$ cat src/dma_chan_pkg.sv
package dma_chan_pkg;

  // ---------------------------------------------------------------
  // Register byte offsets
  // ---------------------------------------------------------------
  localparam logic [7:0] OFS_EVENT = 8'h00;
  localparam logic [7:0] OFS_SRC_START = 8'h04;
  localparam logic [7:0] OFS_DST_START = 8'h08;
  localparam logic [7:0] OFS_SRC_SIZE = 8'h0C;
  localparam logic [7:0] OFS_DST_SIZE = 8'h10;
  localparam logic [7:0] OFS_CELL_SIZE = 8'h14;
  localparam logic [7:0] OFS_CONTROL = 8'h18;
  localparam logic [7:0] OFS_STATUS = 8'h1C;

  // ---------------------------------------------------------------
  // Field positions
  // ---------------------------------------------------------------
  localparam int FLG_DEST_HALF = 4;
  localparam int FLG_BLOCK = 3;
  localparam int FLG_CELL = 2;
  localparam int FLG_ABORT = 1;
  localparam int FLG_ADDR_ERR = 0;
  localparam int NUM_FLAGS = 5;
  localparam int EN_LSB = 16;
  localparam int CTL_START = 0;
  localparam int CTL_ABORT_EN = 1;
  localparam int CTL_ABORT_NUM_LSB = 8;
  localparam int STS_BUSY = 16;
  localparam int SIZE_BITS = 16;

  // ---------------------------------------------------------------
  // Reset values and the htrans NONSEQ bit mask
  // ---------------------------------------------------------------
  localparam logic [31:0] RST_WORD = 32'h0000_0000;
  localparam logic [15:0] RST_HALF = 16'h0000;
  localparam logic [7:0] RST_BYTE = 8'h00;
  localparam logic [4:0] RST_FLAGS = 5'h00;
  localparam logic [1:0] HTRANS_NONSEQ_BIT = 2'h2;

  // Engine states, one-hot
  typedef enum logic [2:0] {
    ENG_IDLE = 3'b001,
    ENG_REQ = 3'b010,
    ENG_GAP = 3'b100
  } eng_state_t;

  // One byte move handed to the system bus
  typedef struct packed {
    logic [31:0] src_addr;
    logic [31:0] dst_addr;
  } move_req_t;

  // State of the channel, all but the byte pointers and hresp
  typedef struct packed {
    logic wr_pend;
    logic rd_pend;
    logic [7:0] addr;
    logic hready;
    logic [31:0] hrdata;
    logic irq;
    logic [4:0] flags;
    logic [4:0] enables;
    logic [31:0] src_start;
    logic [31:0] dst_start;
    logic [15:0] src_size;
    logic [15:0] dst_size;
    logic [15:0] cell_size;
    logic abort_en;
    logic [7:0] abort_num;
    eng_state_t eng;
    logic mv_req;
    move_req_t mv_addr;
    logic [16:0] total;
    logic [15:0] cell_cnt;
  } chan_state_t;

endpackage : dma_chan_pkg

$ cat src/dma_channel.sv
`timescale 1ns/1ps
module dma_channel #(
  parameter int SIZE_W = 16
) (
  input wire logic mclk,
  input wire logic rstn,
  input wire logic hsel,
  input wire logic [31:0] haddr,
  input wire logic [1:0] htrans,
  input wire logic hwrite,
  input wire logic [2:0] hsize,
  input wire logic [31:0] hwdata,
  input wire logic hready,
  output logic hreadyout,
  output logic [31:0] hrdata,
  output logic hresp,
  input wire logic irq_valid,
  input wire logic [7:0] irq_num,
  input wire logic pattern_match,
  input wire logic mv_ack,
  input wire logic mv_err,
  output logic mv_req,
  output dma_chan_pkg::move_req_t mv_addr,
  output logic chan_irq
);

  if (SIZE_W != dma_chan_pkg::SIZE_BITS) begin : g_chk
    $error("dma_channel: SIZE_W must match the 16-bit size fields");
  end

  dma_chan_pkg::chan_state_t st_r;
  dma_chan_pkg::chan_state_t st_nxt;
  logic [15:0] sptr;
  logic [15:0] sptr_nxt;
  logic [15:0] dptr;
  logic [15:0] dptr_nxt;
  logic start;
  logic step;
  logic bus_wr;
  logic [4:0] ev;
  logic [15:0] big_size;
  logic [16:0] lim;
  logic [16:0] total_inc;
  logic [16:0] cell_inc;
  logic [16:0] dptr_inc;
  logic busy;
  logic [16:0] half_pt;
  logic abort_hit;
  logic match_hit;

  // ---------------------------------------------------------------
  // Source and destination byte pointers
  // ---------------------------------------------------------------
  // Both clear on start and step together; each wraps at its own size
  byte_pointer #(.PTR_W(16)) u_src_ptr (
    .mclk(mclk),
    .rstn(rstn),
    .clr(start),
    .step(step),
    .size(st_r.src_size),
    .ptr(sptr),
    .ptr_nxt(sptr_nxt)
  );

  byte_pointer #(.PTR_W(16)) u_dst_ptr (
    .mclk(mclk),
    .rstn(rstn),
    .clr(start),
    .step(step),
    .size(st_r.dst_size),
    .ptr(dptr),
    .ptr_nxt(dptr_nxt)
  );

  // ---------------------------------------------------------------
  // Read mux
  // ---------------------------------------------------------------
  // Unmapped offsets read zero; reserved bits are always zero
  function automatic logic [31:0] read_word(input dma_chan_pkg::chan_state_t s, input logic [15:0] dp,
                                            input logic bsy);
    logic [31:0] w;
    w = dma_chan_pkg::RST_WORD;
    unique case (s.addr)
      dma_chan_pkg::OFS_EVENT: begin
        w[dma_chan_pkg::NUM_FLAGS-1:0] = s.flags;
        w[dma_chan_pkg::EN_LSB +: dma_chan_pkg::NUM_FLAGS] = s.enables;
      end
      dma_chan_pkg::OFS_SRC_START: w = s.src_start;
      dma_chan_pkg::OFS_DST_START: w = s.dst_start;
      dma_chan_pkg::OFS_SRC_SIZE: w[15:0] = s.src_size;
      dma_chan_pkg::OFS_DST_SIZE: w[15:0] = s.dst_size;
      dma_chan_pkg::OFS_CELL_SIZE: w[15:0] = s.cell_size;
      dma_chan_pkg::OFS_CONTROL: begin
        w[dma_chan_pkg::CTL_START] = bsy;
        w[dma_chan_pkg::CTL_ABORT_EN] = s.abort_en;
        w[dma_chan_pkg::CTL_ABORT_NUM_LSB +: 8] = s.abort_num;
      end
      dma_chan_pkg::OFS_STATUS: begin
        w[15:0] = dp;
        w[dma_chan_pkg::STS_BUSY] = bsy;
      end
      default: w = dma_chan_pkg::RST_WORD;
    endcase
    return w;
  endfunction : read_word

  // ---------------------------------------------------------------
  // Shared decode terms
  // ---------------------------------------------------------------
  // Size zero means a full 64 KiB run, so the limit is 17 bits wide
  always_comb begin
    busy = (st_r.eng != dma_chan_pkg::ENG_IDLE);
    bus_wr = st_r.wr_pend;
    start = bus_wr && (st_r.addr == dma_chan_pkg::OFS_CONTROL) && hwdata[dma_chan_pkg::CTL_START] && !busy;
    // Abort and match end a run even in the cycle of an answer; the
    // pointers must not step then or the status word drifts from the moves
    abort_hit = busy && irq_valid && st_r.abort_en && (irq_num == st_r.abort_num);
    match_hit = busy && pattern_match;
    step = (st_r.eng == dma_chan_pkg::ENG_REQ) && mv_ack && !mv_err && !abort_hit && !match_hit;
    big_size = (st_r.src_size > st_r.dst_size) ? st_r.src_size : st_r.dst_size;
    // Either size at zero stands for 64 KiB and is then the larger one
    if (st_r.src_size == dma_chan_pkg::RST_HALF || st_r.dst_size == dma_chan_pkg::RST_HALF) begin
      lim = 17'h1_0000;
    end else begin
      lim = {1'b0, big_size};
    end
    total_inc = st_r.total + 17'h0_0001;
    cell_inc = {1'b0, st_r.cell_cnt} + 17'h0_0001;
    dptr_inc = {1'b0, dptr} + 17'h0_0001;
    // A zero dest size is a 64 KiB buffer, whose midpoint is 32 KiB
    if (st_r.dst_size == dma_chan_pkg::RST_HALF) begin
      half_pt = 17'h0_8000;
    end else begin
      half_pt = {2'b00, st_r.dst_size[15:1]};
    end
  end

  // ---------------------------------------------------------------
  // Next state: bus slave, engine, flags
  // ---------------------------------------------------------------
  always_comb begin
    st_nxt = st_r;
    ev = dma_chan_pkg::RST_FLAGS;

    // Address phase capture; reads take one wait state so the data
    // come from a register and see any write just finished
    st_nxt.wr_pend = hsel && hready && (htrans & dma_chan_pkg::HTRANS_NONSEQ_BIT) != 2'h0 && hwrite;
    st_nxt.rd_pend = hsel && hready && (htrans & dma_chan_pkg::HTRANS_NONSEQ_BIT) != 2'h0 && !hwrite;
    if (hready) begin
      st_nxt.addr = haddr[7:0];
    end
    st_nxt.hready = !st_nxt.rd_pend;
    if (st_r.rd_pend) begin
      st_nxt.hrdata = read_word(st_r, dptr, busy);
    end

    // Register writes; only whole words are supported
    // Status is read-only, so a write there falls to the default arm
    if (bus_wr) begin
      unique case (st_r.addr)
        dma_chan_pkg::OFS_EVENT: begin
          st_nxt.flags = hwdata[dma_chan_pkg::NUM_FLAGS-1:0];
          st_nxt.enables = hwdata[dma_chan_pkg::EN_LSB +: dma_chan_pkg::NUM_FLAGS];
        end
        dma_chan_pkg::OFS_SRC_START: st_nxt.src_start = hwdata;
        dma_chan_pkg::OFS_DST_START: st_nxt.dst_start = hwdata;
        dma_chan_pkg::OFS_SRC_SIZE: st_nxt.src_size = hwdata[15:0];
        dma_chan_pkg::OFS_DST_SIZE: st_nxt.dst_size = hwdata[15:0];
        dma_chan_pkg::OFS_CELL_SIZE: st_nxt.cell_size = hwdata[15:0];
        dma_chan_pkg::OFS_CONTROL: begin
          st_nxt.abort_en = hwdata[dma_chan_pkg::CTL_ABORT_EN];
          st_nxt.abort_num = hwdata[dma_chan_pkg::CTL_ABORT_NUM_LSB +: 8];
        end
        default: st_nxt.flags = st_nxt.flags;
      endcase
    end

    // Transfer engine
    // A start while busy is dropped; there is no software stop
    unique case (st_r.eng)
      dma_chan_pkg::ENG_IDLE: begin
        if (start) begin
          st_nxt.eng = dma_chan_pkg::ENG_REQ;
          st_nxt.mv_req = 1'b1;
          st_nxt.mv_addr.src_addr = st_r.src_start;
          st_nxt.mv_addr.dst_addr = st_r.dst_start;
          st_nxt.total = 17'h0_0000;
          st_nxt.cell_cnt = dma_chan_pkg::RST_HALF;
        end
      end
      dma_chan_pkg::ENG_REQ, dma_chan_pkg::ENG_GAP: begin
        // Abort beats a pattern match, which beats the byte answer
        if (abort_hit) begin
          st_nxt.eng = dma_chan_pkg::ENG_IDLE;
          st_nxt.mv_req = 1'b0;
          ev[dma_chan_pkg::FLG_ABORT] = 1'b1;
        end else if (match_hit) begin
          st_nxt.eng = dma_chan_pkg::ENG_IDLE;
          st_nxt.mv_req = 1'b0;
          ev[dma_chan_pkg::FLG_BLOCK] = 1'b1;
        end else if (st_r.eng == dma_chan_pkg::ENG_GAP) begin
          // One idle cycle between moves keeps each answer tied to one address
          st_nxt.eng = dma_chan_pkg::ENG_REQ;
          st_nxt.mv_req = 1'b1;
        end else if (mv_ack && mv_err) begin
          st_nxt.eng = dma_chan_pkg::ENG_IDLE;
          st_nxt.mv_req = 1'b0;
          ev[dma_chan_pkg::FLG_ADDR_ERR] = 1'b1;
        end else if (step) begin
          st_nxt.mv_req = 1'b0;
          st_nxt.total = total_inc;
          st_nxt.mv_addr.src_addr = st_r.src_start + {16'h0000, sptr_nxt};
          st_nxt.mv_addr.dst_addr = st_r.dst_start + {16'h0000, dptr_nxt};
          if (dptr_inc == half_pt) begin
            ev[dma_chan_pkg::FLG_DEST_HALF] = 1'b1;
          end
          if (cell_inc == {1'b0, st_r.cell_size}) begin
            ev[dma_chan_pkg::FLG_CELL] = 1'b1;
            st_nxt.cell_cnt = dma_chan_pkg::RST_HALF;
          end else begin
            st_nxt.cell_cnt = cell_inc[15:0];
          end
          if (total_inc == lim) begin
            ev[dma_chan_pkg::FLG_BLOCK] = 1'b1;
            st_nxt.eng = dma_chan_pkg::ENG_IDLE;
          end else begin
            st_nxt.eng = dma_chan_pkg::ENG_GAP;
          end
        end
      end
    endcase

    // Set wins over a software clear in the same cycle
    st_nxt.flags = st_nxt.flags | ev;
    st_nxt.irq = |(st_nxt.flags & st_nxt.enables);
  end

  // ---------------------------------------------------------------
  // State register
  // ---------------------------------------------------------------
  // Reset loads constants only, field by field
  always_ff @(posedge mclk or negedge rstn) begin
    if (!rstn) begin
      st_r.wr_pend <= 1'b0;
      st_r.rd_pend <= 1'b0;
      st_r.addr <= dma_chan_pkg::RST_BYTE;
      st_r.hready <= 1'b1;
      st_r.hrdata <= dma_chan_pkg::RST_WORD;
      st_r.irq <= 1'b0;
      st_r.flags <= dma_chan_pkg::RST_FLAGS;
      st_r.enables <= dma_chan_pkg::RST_FLAGS;
      st_r.src_start <= dma_chan_pkg::RST_WORD;
      st_r.dst_start <= dma_chan_pkg::RST_WORD;
      st_r.src_size <= dma_chan_pkg::RST_HALF;
      st_r.dst_size <= dma_chan_pkg::RST_HALF;
      st_r.cell_size <= dma_chan_pkg::RST_HALF;
      st_r.abort_en <= 1'b0;
      st_r.abort_num <= dma_chan_pkg::RST_BYTE;
      st_r.eng <= dma_chan_pkg::ENG_IDLE;
      st_r.mv_req <= 1'b0;
      st_r.mv_addr <= {dma_chan_pkg::RST_WORD, dma_chan_pkg::RST_WORD};
      st_r.total <= 17'h0_0000;
      st_r.cell_cnt <= dma_chan_pkg::RST_HALF;
    end else begin
      st_r <= st_nxt;
    end
  end

  // Response is always OKAY
  always_ff @(posedge mclk or negedge rstn) begin
    if (!rstn) begin
      hresp <= 1'b0;
    end else begin
      hresp <= 1'b0;
    end
  end

  // Outputs straight from the state register
  // No output sees a combinational path from the bus inputs
  always_comb begin
    hreadyout = st_r.hready;
    hrdata = st_r.hrdata;
    mv_req = st_r.mv_req;
    mv_addr = st_r.mv_addr;
    chan_irq = st_r.irq;
  end

endmodule : dma_channel

$ cat src/byte_pointer.sv
`timescale 1ns/1ps
module byte_pointer #(
  parameter int PTR_W = 16
) (
  input wire logic mclk,
  input wire logic rstn,
  input wire logic clr,
  input wire logic step,
  input wire logic [PTR_W-1:0] size,
  output logic [PTR_W-1:0] ptr,
  output logic [PTR_W-1:0] ptr_nxt
);

  // ---------------------------------------------------------------
  // Byte pointer, wraps when it reaches the programmed size
  // ---------------------------------------------------------------
  if (PTR_W < 1 || PTR_W > 16) begin : g_chk
    $error("byte_pointer: PTR_W must be 1..16");
  end

  // Size zero matches only when ptr + 1 wraps to zero, so the pointer rolls over at full range
  always_comb begin
    ptr_nxt = ptr;
    if (clr) begin
      ptr_nxt = '0;
    end else if (step) begin
      if (ptr + PTR_W'(1) == size) begin
        ptr_nxt = '0;
      end else begin
        ptr_nxt = ptr + PTR_W'(1);
      end
    end
  end

  // Pointer register
  always_ff @(posedge mclk or negedge rstn) begin
    if (!rstn) begin
      ptr <= '0;
    end else begin
      ptr <= ptr_nxt;
    end
  end

endmodule : byte_pointer

$ cat config.mk
export PLATFORM = sky130hd
export DESIGN_NAME = dma_channel
export DESIGN_NICKNAME = d
export VERILOG_FILES = /design/src/dma_chan_pkg.sv /design/src/dma_channel.sv /design/src/byte_pointer.sv
export SDC_FILE = /design/constraint.sdc
export NUM_CORES = 1
export LEC_CHECK = 0
export BUFFER_PORTS_ARGS = -buffer_cell sky130_fd_sc_hd__buf_2
export CORE_AREA = 10 10 249 346
export CTS_CLUSTER_SIZE = 28
export DETAILED_ROUTE_END_ITERATION = 6
export DIE_AREA = 0 0 259 356
export PLACE_DENSITY_LB_ADDON = 0.1
export SLEW_MARGIN = 20
export SYNTH_ARGS = -nofsm -noshare
export SYNTH_HDL_FRONTEND = slang
export SYNTH_SLANG_ARGS = --single-unit
$ cat constraint.sdc
create_clock -name mclk -period 8.5 [get_ports mclk]
set_input_delay 0.425 -clock mclk [delete_from_list [all_inputs] [get_ports mclk]]
set_output_delay 0.425 -clock mclk [all_outputs]
set_load 0.02 [all_outputs]
==> flow_summary.ini, run 1 <==
[pwr]
peakVddDrop_v = 0.000228
p_int_mw = 3.18
swShare = 0.394
combPwrFrac = 0.315
seqPwrFrac = 0.368
power.density_nw_per_um2 = 237
clkPwrFrac = 0.316
total_power_mw = 5.25
p_sw_mw = 2.07
power.static_leakage_nw = 8.93

[worst_setup_path]
rr_worst_depth = 15
crit_slowest_cell = a2111oi_0
cp-startpoint = st_r[98]
end_kind = flop
path_cells = or3b_1 > nand4_1 > o31a_1 > nand3b_1 > buf_4 > or4_1 > a21oi_1 > ha_1 > a2111oi_0 > o21ai_0 > a311o_1 > a41oi_2 > nor3b_1 > xnor2_1 > o21ai_0
start_kind = flop
crit_top_cell = o21ai_0
endpoint = mv_addr[55]
slowest_delay_ps = 750
crit_required_ps = 8930
r2r_slack_ps = 2180
path_class = reg2reg
path_max_fanout = 50
crit_arrival_ps = 6760
r2r_start = st_r[98]
rr_endpoint = mv_addr[55]

[final_layout]
multi_input_area_um2 = 10500
mostFrequentLayoutCell = dfrtp_1
fillCellCount = 8502
area_growth_syn_to_layout_pct = 12.3
final_nets = 2237
regArea_um2 = 7690
drive_gt1_frac = 0.211
final_cell_mix = 304 x dfrtp_1, 155 x buf_2, 152 x nand2_1

[detailed_routing]
detail-route-antenna-nets = 0
first_iter_violations = 883
num_vias = 16300
drcViolationCount = 3
drt_wl_total_um = 81600
drt_pass1_iterations = 7
viasPerCell = 5.12
wl_per_cell_um = 25.6

[grt]
antenna_found_initial = 4
grt_pass1_vias = 16600
grtUsageTotal = 0.173
grt_pass1_wl_um = 119000
grt_max_degree = 94
grt-ovfl-total = 0

[placed_design]
io_buffer_count = 156
pre_cts_slack_ps = 2210
gp_congestion = 0.843
dpl.hpwl_um = 61100

[sta]
rsz0062_at_grt = no
fin_crit_sh = 0.744
timing.final.ws_setup_ps = 2180
fin_skew_ps = 30.8
maxSlewViolCount = 0
slew_headroom = 0.265
tns_ps = 0
layout_min_cycle_time_ps = 6320
hold_viol_final = 0
worst_hold_slack_ps = 96.0
tightest_slew_ps = 1090
fmax_ghz = 0.158
setup_violations = 0

[cts]
cts_tree = done
root_buffer = clkbuf_16
numCtsBuffers = 39
clk_pin_slew_worst_paths_ps = 60
ctsResizeCount = 0
clk_path_buf_depth = 3
cts.sinks = 307
post-cts-setup-buffer-count = 0
hold_buffers = 1
clk_latency_ps = 580
h-tree-depth = 2

[synth]
synth_cell_types = 99
ys_ff_latch = 307
async_reset_ff_frac = 1.00
syn_avg_cell_area_um2 = 9.46
ys_warn_count = 0
synth_ff_type = dfrtp_1
ys_seq_area_frac = 0.390
synth_edf_count = 0
syn-num-nets = 2225
synthCells = 2085
syn_area_um2 = 19700

[floorplanning]
fp.coreArea_um2 = 79900
start_util = 0.247
die_area_um2 = 92200
ios = 186
fp.dieH_um = 356
die_w_um = 259
row_count = 123

[min_path]
hold_path.class = in2reg

[run_status]
violations = design-rule violations
run_status = complete, but fails checks

[flow_run]
drv_cap = 0
[logic make-up (layout without fill, tap and decap cells)]
group                      after synthesis  in the layout  share of synthesized area
buffers and inverters                  300            339                     0.0793
adders and majority gates               56             56                     0.0360
DFF                                    307            307                      0.390
AOI/OAI and AO/OA                      503            503                      0.173
and+or+nand+nor                        615            615                      0.163
other                                    1              3                   0.000190
xor gates and xnor gates               143            143                     0.0663
muxes                                  160            160                     0.0927
[power groups by stage]
stage / Sequential, mW / Clock [mW] / Combinational (mW)
after floorplan: 1.83 / 0 / 1.34
after global placement: 1.97 / 0 / 1.68
after detailed placement: 1.97 / 0 / 1.69
after CTS: 1.94 / 1.73 / 1.70
after global routing: 1.97 / 1.78 / 1.83
final: 1.93 / 1.66 / 1.66
[area by class of cell]
type / count / share of cell area
sequential: 307 / 0.347
timing repair buffer: 195 / 0.0490
tap: 1062 / 0.0600
inverter: 76 / 0.0129
multi-input combinational: 1478 / 0.474
antenna: 2 / 0.000226
clock buffer: 55 / 0.0509
clock inverter: 13 / 0.00537
[layer usage]
| layer | vias to the layer above | share of wire | global-route usage |
|---|---|---|---|
| li1 | 7564 | - | - |
| met1 | 8223 | 0.41 | 0.203 |
| met2 | 432 | 0.51 | 0.313 |
| met3 | 108 | 0.041 | 0.0246 |
| met4 | 2 | 0.036 | 0.0633 |
| met5 | - | 0.00011 | 0 |
[sequential cells by signal, summed over array words and instances (netlist names)]
name           count
bus_wr             1
chan_irq           1
hrdata            32
hreadyout          1
mv_addr           64
st_r             176
u_dst_ptr.ptr     16
u_src_ptr.ptr     16
[per-stage QoR]
step / utilization / cell area, µm² / instances
final: 0.277 / 22100 / 3188
after floorplan: - / 19700 / 2085
after global placement: 0.261 / 20900 / 3117
after CTS: 0.277 / 22100 / 3186
after detailed placement: 0.261 / 20900 / 3117
after global routing: 0.277 / 22100 / 3187
[cells in the mapped netlist (11+ instances only)]
cell type	instances	area [µm²]
o31ai_1	19	143
ha_1	52	651
mux2i_1	14	140
dfrtp_1	305	7630
nor3_1	50	250
nand2_1	152	571
and2_1	12	75.1
inv_1	76	285
and3_1	26	163
a31oi_1	47	294
a21oi_1	112	561
nor2b_1	13	81.3
clkbuf_1	81	304
xnor2_1	95	832
a21o_1	13	97.6
a221o_1	12	120
o21ai_0	102	510
or4_1	12	90.1
buf_1	11	41.3
a222oi_1	11	110
nand4_1	34	213
or3_1	18	113
a22oi_1	49	368
nor4_1	26	163
xor2_1	44	385
buf_4	99	743
o21a_1	12	90.1
nand3_1	67	335
o22ai_1	19	119
mux2_2	142	1600
nor2_1	130	488
buf_2	28	140
nand3b_1	13	97.6
[how the worst min path moves through the flow]
stage / from / to / cells past startpoint
after floorplan: rstn / bus_wr / 0
after global placement: mv_addr[40] / mv_addr[40] / 1
after detailed placement: mv_addr[5] / mv_addr[5] / 2
after CTS: hwdata[31] / st_r[221] / 2
after global routing: hwdata[25] / st_r[183] / 2
final: haddr[6] / st_r[272] / 2
[worst max-delay path: cells and delay by family, from the launching register on]
kind / cells / cell delay (ps)
AND/OR/NAND/NOR: 5 / 1790
adder cells (fa/ha/maj): 1 / 330
AO/OA/AOI/OAI: 7 / 2880
flip-flops: 1 / 620
buffers and inverters: 1 / 330
XOR/XNOR: 1 / 180
(Power assumes the default switching activity.)
==> inputs of run 2 (changes only) <==
==> constraint.sdc (replaced) <==
create_clock -name mclk -period 6.5 [get_ports mclk]
set_input_delay 0.325 -clock mclk [delete_from_list [all_inputs] [get_ports mclk]]
set_output_delay 0.325 -clock mclk [all_outputs]
set_load 0.02 [all_outputs]
==> flow_summary.ini, run 2 (same netlist as run 1, synthesis figures left out) <==
[pwr]
peakVddDrop_v = 0.000160
power.static_leakage_nw = 9.16
power.density_nw_per_um2 = 310

[floorplanning]
start_util = 0.247
fp.coreArea_um2 = 79900
row_count = 123
die_w_um = 259
die_area_um2 = 92200
ios = 186
fp.dieH_um = 356

[placed_design]
io_buffer_count = 156
gp_congestion = 0.883
dpl.hpwl_um = 61900
dp.cells = 3138

[final_layout]
reg_top3 = st_r: 176 flops, mv_addr: 64 flops, hrdata: 32 flops
area_growth_syn_to_layout_pct = 14.4
final_nets = 2277
largest_register_ffs = 176
top_register = st_r
drive_gt1_frac = 0.218
final_cell_mix = 304 x dfrtp_1, 155 x buf_2, 152 x nand2_1
fillCellCount = 8455
mostFrequentLayoutCell = dfrtp_1
finalNonFillerCells = 3229

[sta]
layout_min_cycle_time_ps = 5880
maxSlewViolCount = 0
slew_headroom = 0.253
tightest_slew_ps = 1120
hold_viol_final = 0
setup_violations = 0
rsz0062_at_grt = no
tns_ps = 0
fin_skew_ps = 13.9
fin_crit_sh = 0.905
fmax_ghz = 0.170

[detailed_routing]
num_vias = 16600
detail-route-antenna-nets = 0
drt_wl_total_um = 82600
drcViolationCount = 0
first_iter_violations = 929
wl_per_cell_um = 25.6
viasPerCell = 5.13
drt_pass1_iterations = 6

[grt]
antenna_found_initial = 3
grt-ovfl-total = 0
grtUsageTotal = 0.176
grt_max_degree = 163
grt_pass1_vias = 16700
grt_pass1_wl_um = 120000

[worst_setup_path]
path_max_fanout = 22
start_kind = flop
path_class = reg2reg
rr_worst_depth = 18
end_kind = flop
crit_arrival_ps = 6340
crit_required_ps = 6960

[cts]
numCtsBuffers = 38
clk_latency_ps = 570
ctsResizeCount = 0
h-tree-depth = 2
cts.sinks = 307
cts_tree = done
root_buffer = clkbuf_16
clk_pin_slew_worst_paths_ps = 70
clk_path_buf_depth = 3

[run_status]
run_status = finished, final reports clean

[min_path]
hold_path.class = in2reg
whs_path_depth = 2

[flow_run]
drv_cap = 0
-- run 2: path summary, 6_finish.rpt --
kind                        startpoint  slack (ps)                end
hold / removal              hwdata[20]          40          st_r[178]
setup / recovery              st_r[98]         620        mv_addr[20]
hold reg to reg            mv_addr[26]         470        mv_addr[26]
setup reg to reg              st_r[98]         620        mv_addr[20]
max in group asynchronous         rstn        4580  u_src_ptr.ptr[10]
min in group asynchronous         rstn         380          st_r[169]
-- run 2: layout make-up --
| type | count | area (µm²) | area share |
|---|---|---|---|
| diodes | 1 | 2.50 | 0.000111 |
| clock buffers | 50 | 1100 | 0.0487 |
| clock inverters | 19 | 204 | 0.00904 |
| multi-input cells | 1478 | 10500 | 0.465 |
| repair buffers | 236 | 1470 | 0.0651 |
| flip-flops and latches | 307 | 7690 | 0.341 |
| well taps | 1062 | 1330 | 0.0589 |
| inverters | 76 | 285 | 0.0126 |
-- run 2: power by group --
group | internal [mW] | switching [mW]
clock | 1.35 | 0.940
sequential | 2.21 | 0.290
combinational | 0.716 | 1.49
-- run 2: critical path, stage by stage, from the launching register on --
cell	delay [ps]
dfstp_2	620
or3b_1	590
nand4_1	250
o31a_1	270
nand3b_1	340
buf_4	370
nor2_2	370
nand3b_1	120
a21oi_1	280
ha_1	310
nor2b_1	160
o31a_1	270
o211ai_1	170
nand2_1	120
a211o_1	320
nand4_1	160
nand3_1	400
and3_1	340
a221o_1	280
-- run 2: metal layers --
metal	global-route usage	up-vias	wire [µm]
li1	-	7658	-
met1	0.212	8313	34200
met2	0.307	455	41300
met3	0.0212	126	3310
met4	0.0817	0	3830
met5	0	-	0
-- run 2: timing repair --
item	4_1_cts	5_1_grt
hold endpoints to repair	123	0
hold buffers	21	0
buffers inserted	0	0
-- run 2: per-stage QoR --
step / utilization / total power [mW] / worst slack (ps) / cell area (µm²) / hold slack (ps)
3_3_place_gp: 0.264 / 4.79 / 656 / 21100 / 448
4_1_cts: 0.283 / 7.16 / 610 / 22600 / 11.7
2_1_floorplan: - / 4.15 / 1640 / 19700 / 29.4
5_1_grt: 0.283 / 7.43 / 255 / 22600 / 33.7
6_report: 0.283 / 7.00 / 616 / 22600 / 41.6
3_5_place_dp: 0.264 / 4.80 / 625 / 21100 / 453
==> inputs of run 3 (changes only) <==
--- a/config.mk
+++ b/config.mk
@@ -10,7 +10,8 @@
 export CTS_CLUSTER_SIZE = 28
 export DETAILED_ROUTE_END_ITERATION = 6
 export DIE_AREA = 0 0 259 356
-export PLACE_DENSITY_LB_ADDON = 0.1
+export PLACE_DENSITY = 0.39
+export SKIP_CTS_REPAIR_TIMING = 1
 export SLEW_MARGIN = 20
 export SYNTH_ARGS = -nofsm -noshare
 export SYNTH_HDL_FRONTEND = slang
==> flow_summary.ini, run 3 (same netlist as run 1, synthesis figures left out) <==
[detailed_routing]
num_vias = 16400
wl_per_cell_um = 24.5
first_iter_violations = 1350
detail-route-antenna-nets = 0
drt_pass1_iterations = 7
viasPerCell = 5.11
drcViolationCount = 0
drt_wl_total_um = 79000

[cts]
numCtsBuffers = 38
cts_tree = done
root_buffer = clkbuf_16
clk_latency_ps = 580
clk_pin_slew_worst_paths_ps = 60
clk_path_buf_depth = 3
cts.sinks = 307
h-tree-depth = 2

[worst_setup_path]
r2r_start = u_dst_ptr.ptr[0]
path_class = reg2reg
crit_buf_inv = 1
cp-startpoint = u_dst_ptr.ptr[0]
path_max_fanout = 8
slowest_delay_ps = 620
path_cells = ha_1 > nand2_1 > nor3_1 > xnor2_1 > xnor2_1 > nand3_1 > nor4_2 > a2bb2oi_1 > or2_1 > inv_1 > ha_1 > a21o_1 > a21o_1 > a2111oi_4 > o21ai_1 > o41ai_4 > o211ai_1 > a2111o_1 > o221ai_1 > a21oi_1
crit_required_ps = 6930
crit_slowest_cell = nor4_2
start_kind = flop
crit_arrival_ps = 6440
end_kind = flop
cp_top_family = compound AO/OA/AOI/OAI gates

[pwr]
clkPwrFrac = 0.331
peakVddDrop_v = 0.000176
seqPwrFrac = 0.358
power.density_nw_per_um2 = 312
total_power_mw = 7.00
p_int_mw = 4.32
combPwrFrac = 0.311
swShare = 0.383
p_sw_mw = 2.68
power.static_leakage_nw = 9.09

[grt]
grt_max_degree = 71
grt_pass1_wl_um = 115000
grt-ovfl-total = 0
antenna_found_initial = 11
grtUsageTotal = 0.168
grt_pass1_vias = 16300

[final_layout]
regArea_um2 = 7690
largest_register_ffs = 176
multi_input_area_um2 = 10500
post-route-util = 0.281
top_register = st_r
finalNonFillerCells = 3218
final_cell_mix = 304 x dfrtp_1, 155 x buf_2, 152 x nand2_1
fillCellCount = 8495
final_nets = 2261
area_growth_syn_to_layout_pct = 13.9
reg_top3 = st_r: 176 flops, mv_addr: 64 flops, hrdata: 32 flops
drive_gt1_frac = 0.218
mostFrequentLayoutCell = dfrtp_1

[min_path]
min_from = haddr[0]
hold_path.class = in2reg

[floorplanning]
fp.dieH_um = 356
start_util = 0.247
die_w_um = 259
row_count = 123
fp.coreArea_um2 = 79900
ios = 186
die_area_um2 = 92200

[placed_design]
dpl.hpwl_um = 60000
dp.cells = 3134
io_buffer_count = 156
gp_congestion = 0.891

[sta]
slew_headroom = 0.276
layout_min_cycle_time_ps = 6010
hold_viol_final = 1
rsz0062_at_grt = no
tightest_slew_ps = 1070
fin_skew_ps = 18.3
setup_violations = 0
worst_hold_slack_ps = -3.19
fin_crit_sh = 0.924
maxSlewViolCount = 0
fmax_ghz = 0.166
tns_ps = 0

[flow_run]
drv_cap = 0

[run_status]
violations = negative hold slack
run_status = complete, but fails checks
-- run 3: cell count changes in the layout (fill, tap and decap cells not counted), moves of 2 or more --
cell           change
clkbuf_1           +2
buf_4              -3
diode_2            +5
clkbuf_8           +3
clkbuf_16          -2
dlygate4sd3_1     -12
inv_6              +2
clkinv_2           -7
-- run 3: cell type report --
type	instances	share of cell area
Antenna cell	6	0.000669
Clock buffer	53	0.0489
Clock inverter	16	0.0105
Inverter	76	0.0127
Multi-Input combinational cell	1478	0.468
Sequential cell	307	0.342
Tap cell	1062	0.0592
Timing Repair Buffer	220	0.0582
-- run 3: worst reg2reg max path, delay by kind of cell (launching register included) --
kind	cells	cell delay, ps
XOR/XNOR	2	400
AO/OA/AOI/OAI	10	2660
buffers and inverters	1	70
AND/OR/NAND/NOR	5	1590
flip-flops	1	510
adder cells (fa/ha/maj)	2	620
-- run 3: power groups by stage --
stage                     registers (mW)  logic, mW  clock network (mW)
after floorplan                     2.40       1.75                   0
after global placement              2.54       2.21                   0
after detailed placement            2.55       2.22                   0
after CTS                           2.52       2.23                2.38
after global routing                2.55       2.40                2.46
final                               2.51       2.18                2.32
-- run 3: final timing paths --
kind	slack, ps	to	cells past startpoint
setup / recovery	490	mv_addr[25]	20
setup reg to reg	490	mv_addr[25]	20
min in group asynchronous	300	st_r[28]	2
hold reg to reg	480	mv_addr[59]	2
max in group asynchronous	4820	mv_addr[44]	3
hold / removal	-3	st_r[266]	2
-- run 3: layer usage --
metal  wire length [µm]  vias to the layer above  track usage
met2              40200                      422        0.301
met3               3170                      100       0.0232
li1                   -                     7627            -
met4               2630                        8       0.0538
met5                 50                        -            0
met1              32900                     8272        0.201
-- run 3: metrics by stage --
stage               setup slack [ps]  instance area, µm²
finish                           491               22500
global route                    27.2               22400
CTS                              507               22400
detailed placement               560               21000
global placement                 641               21000
floorplan                       1640               19700
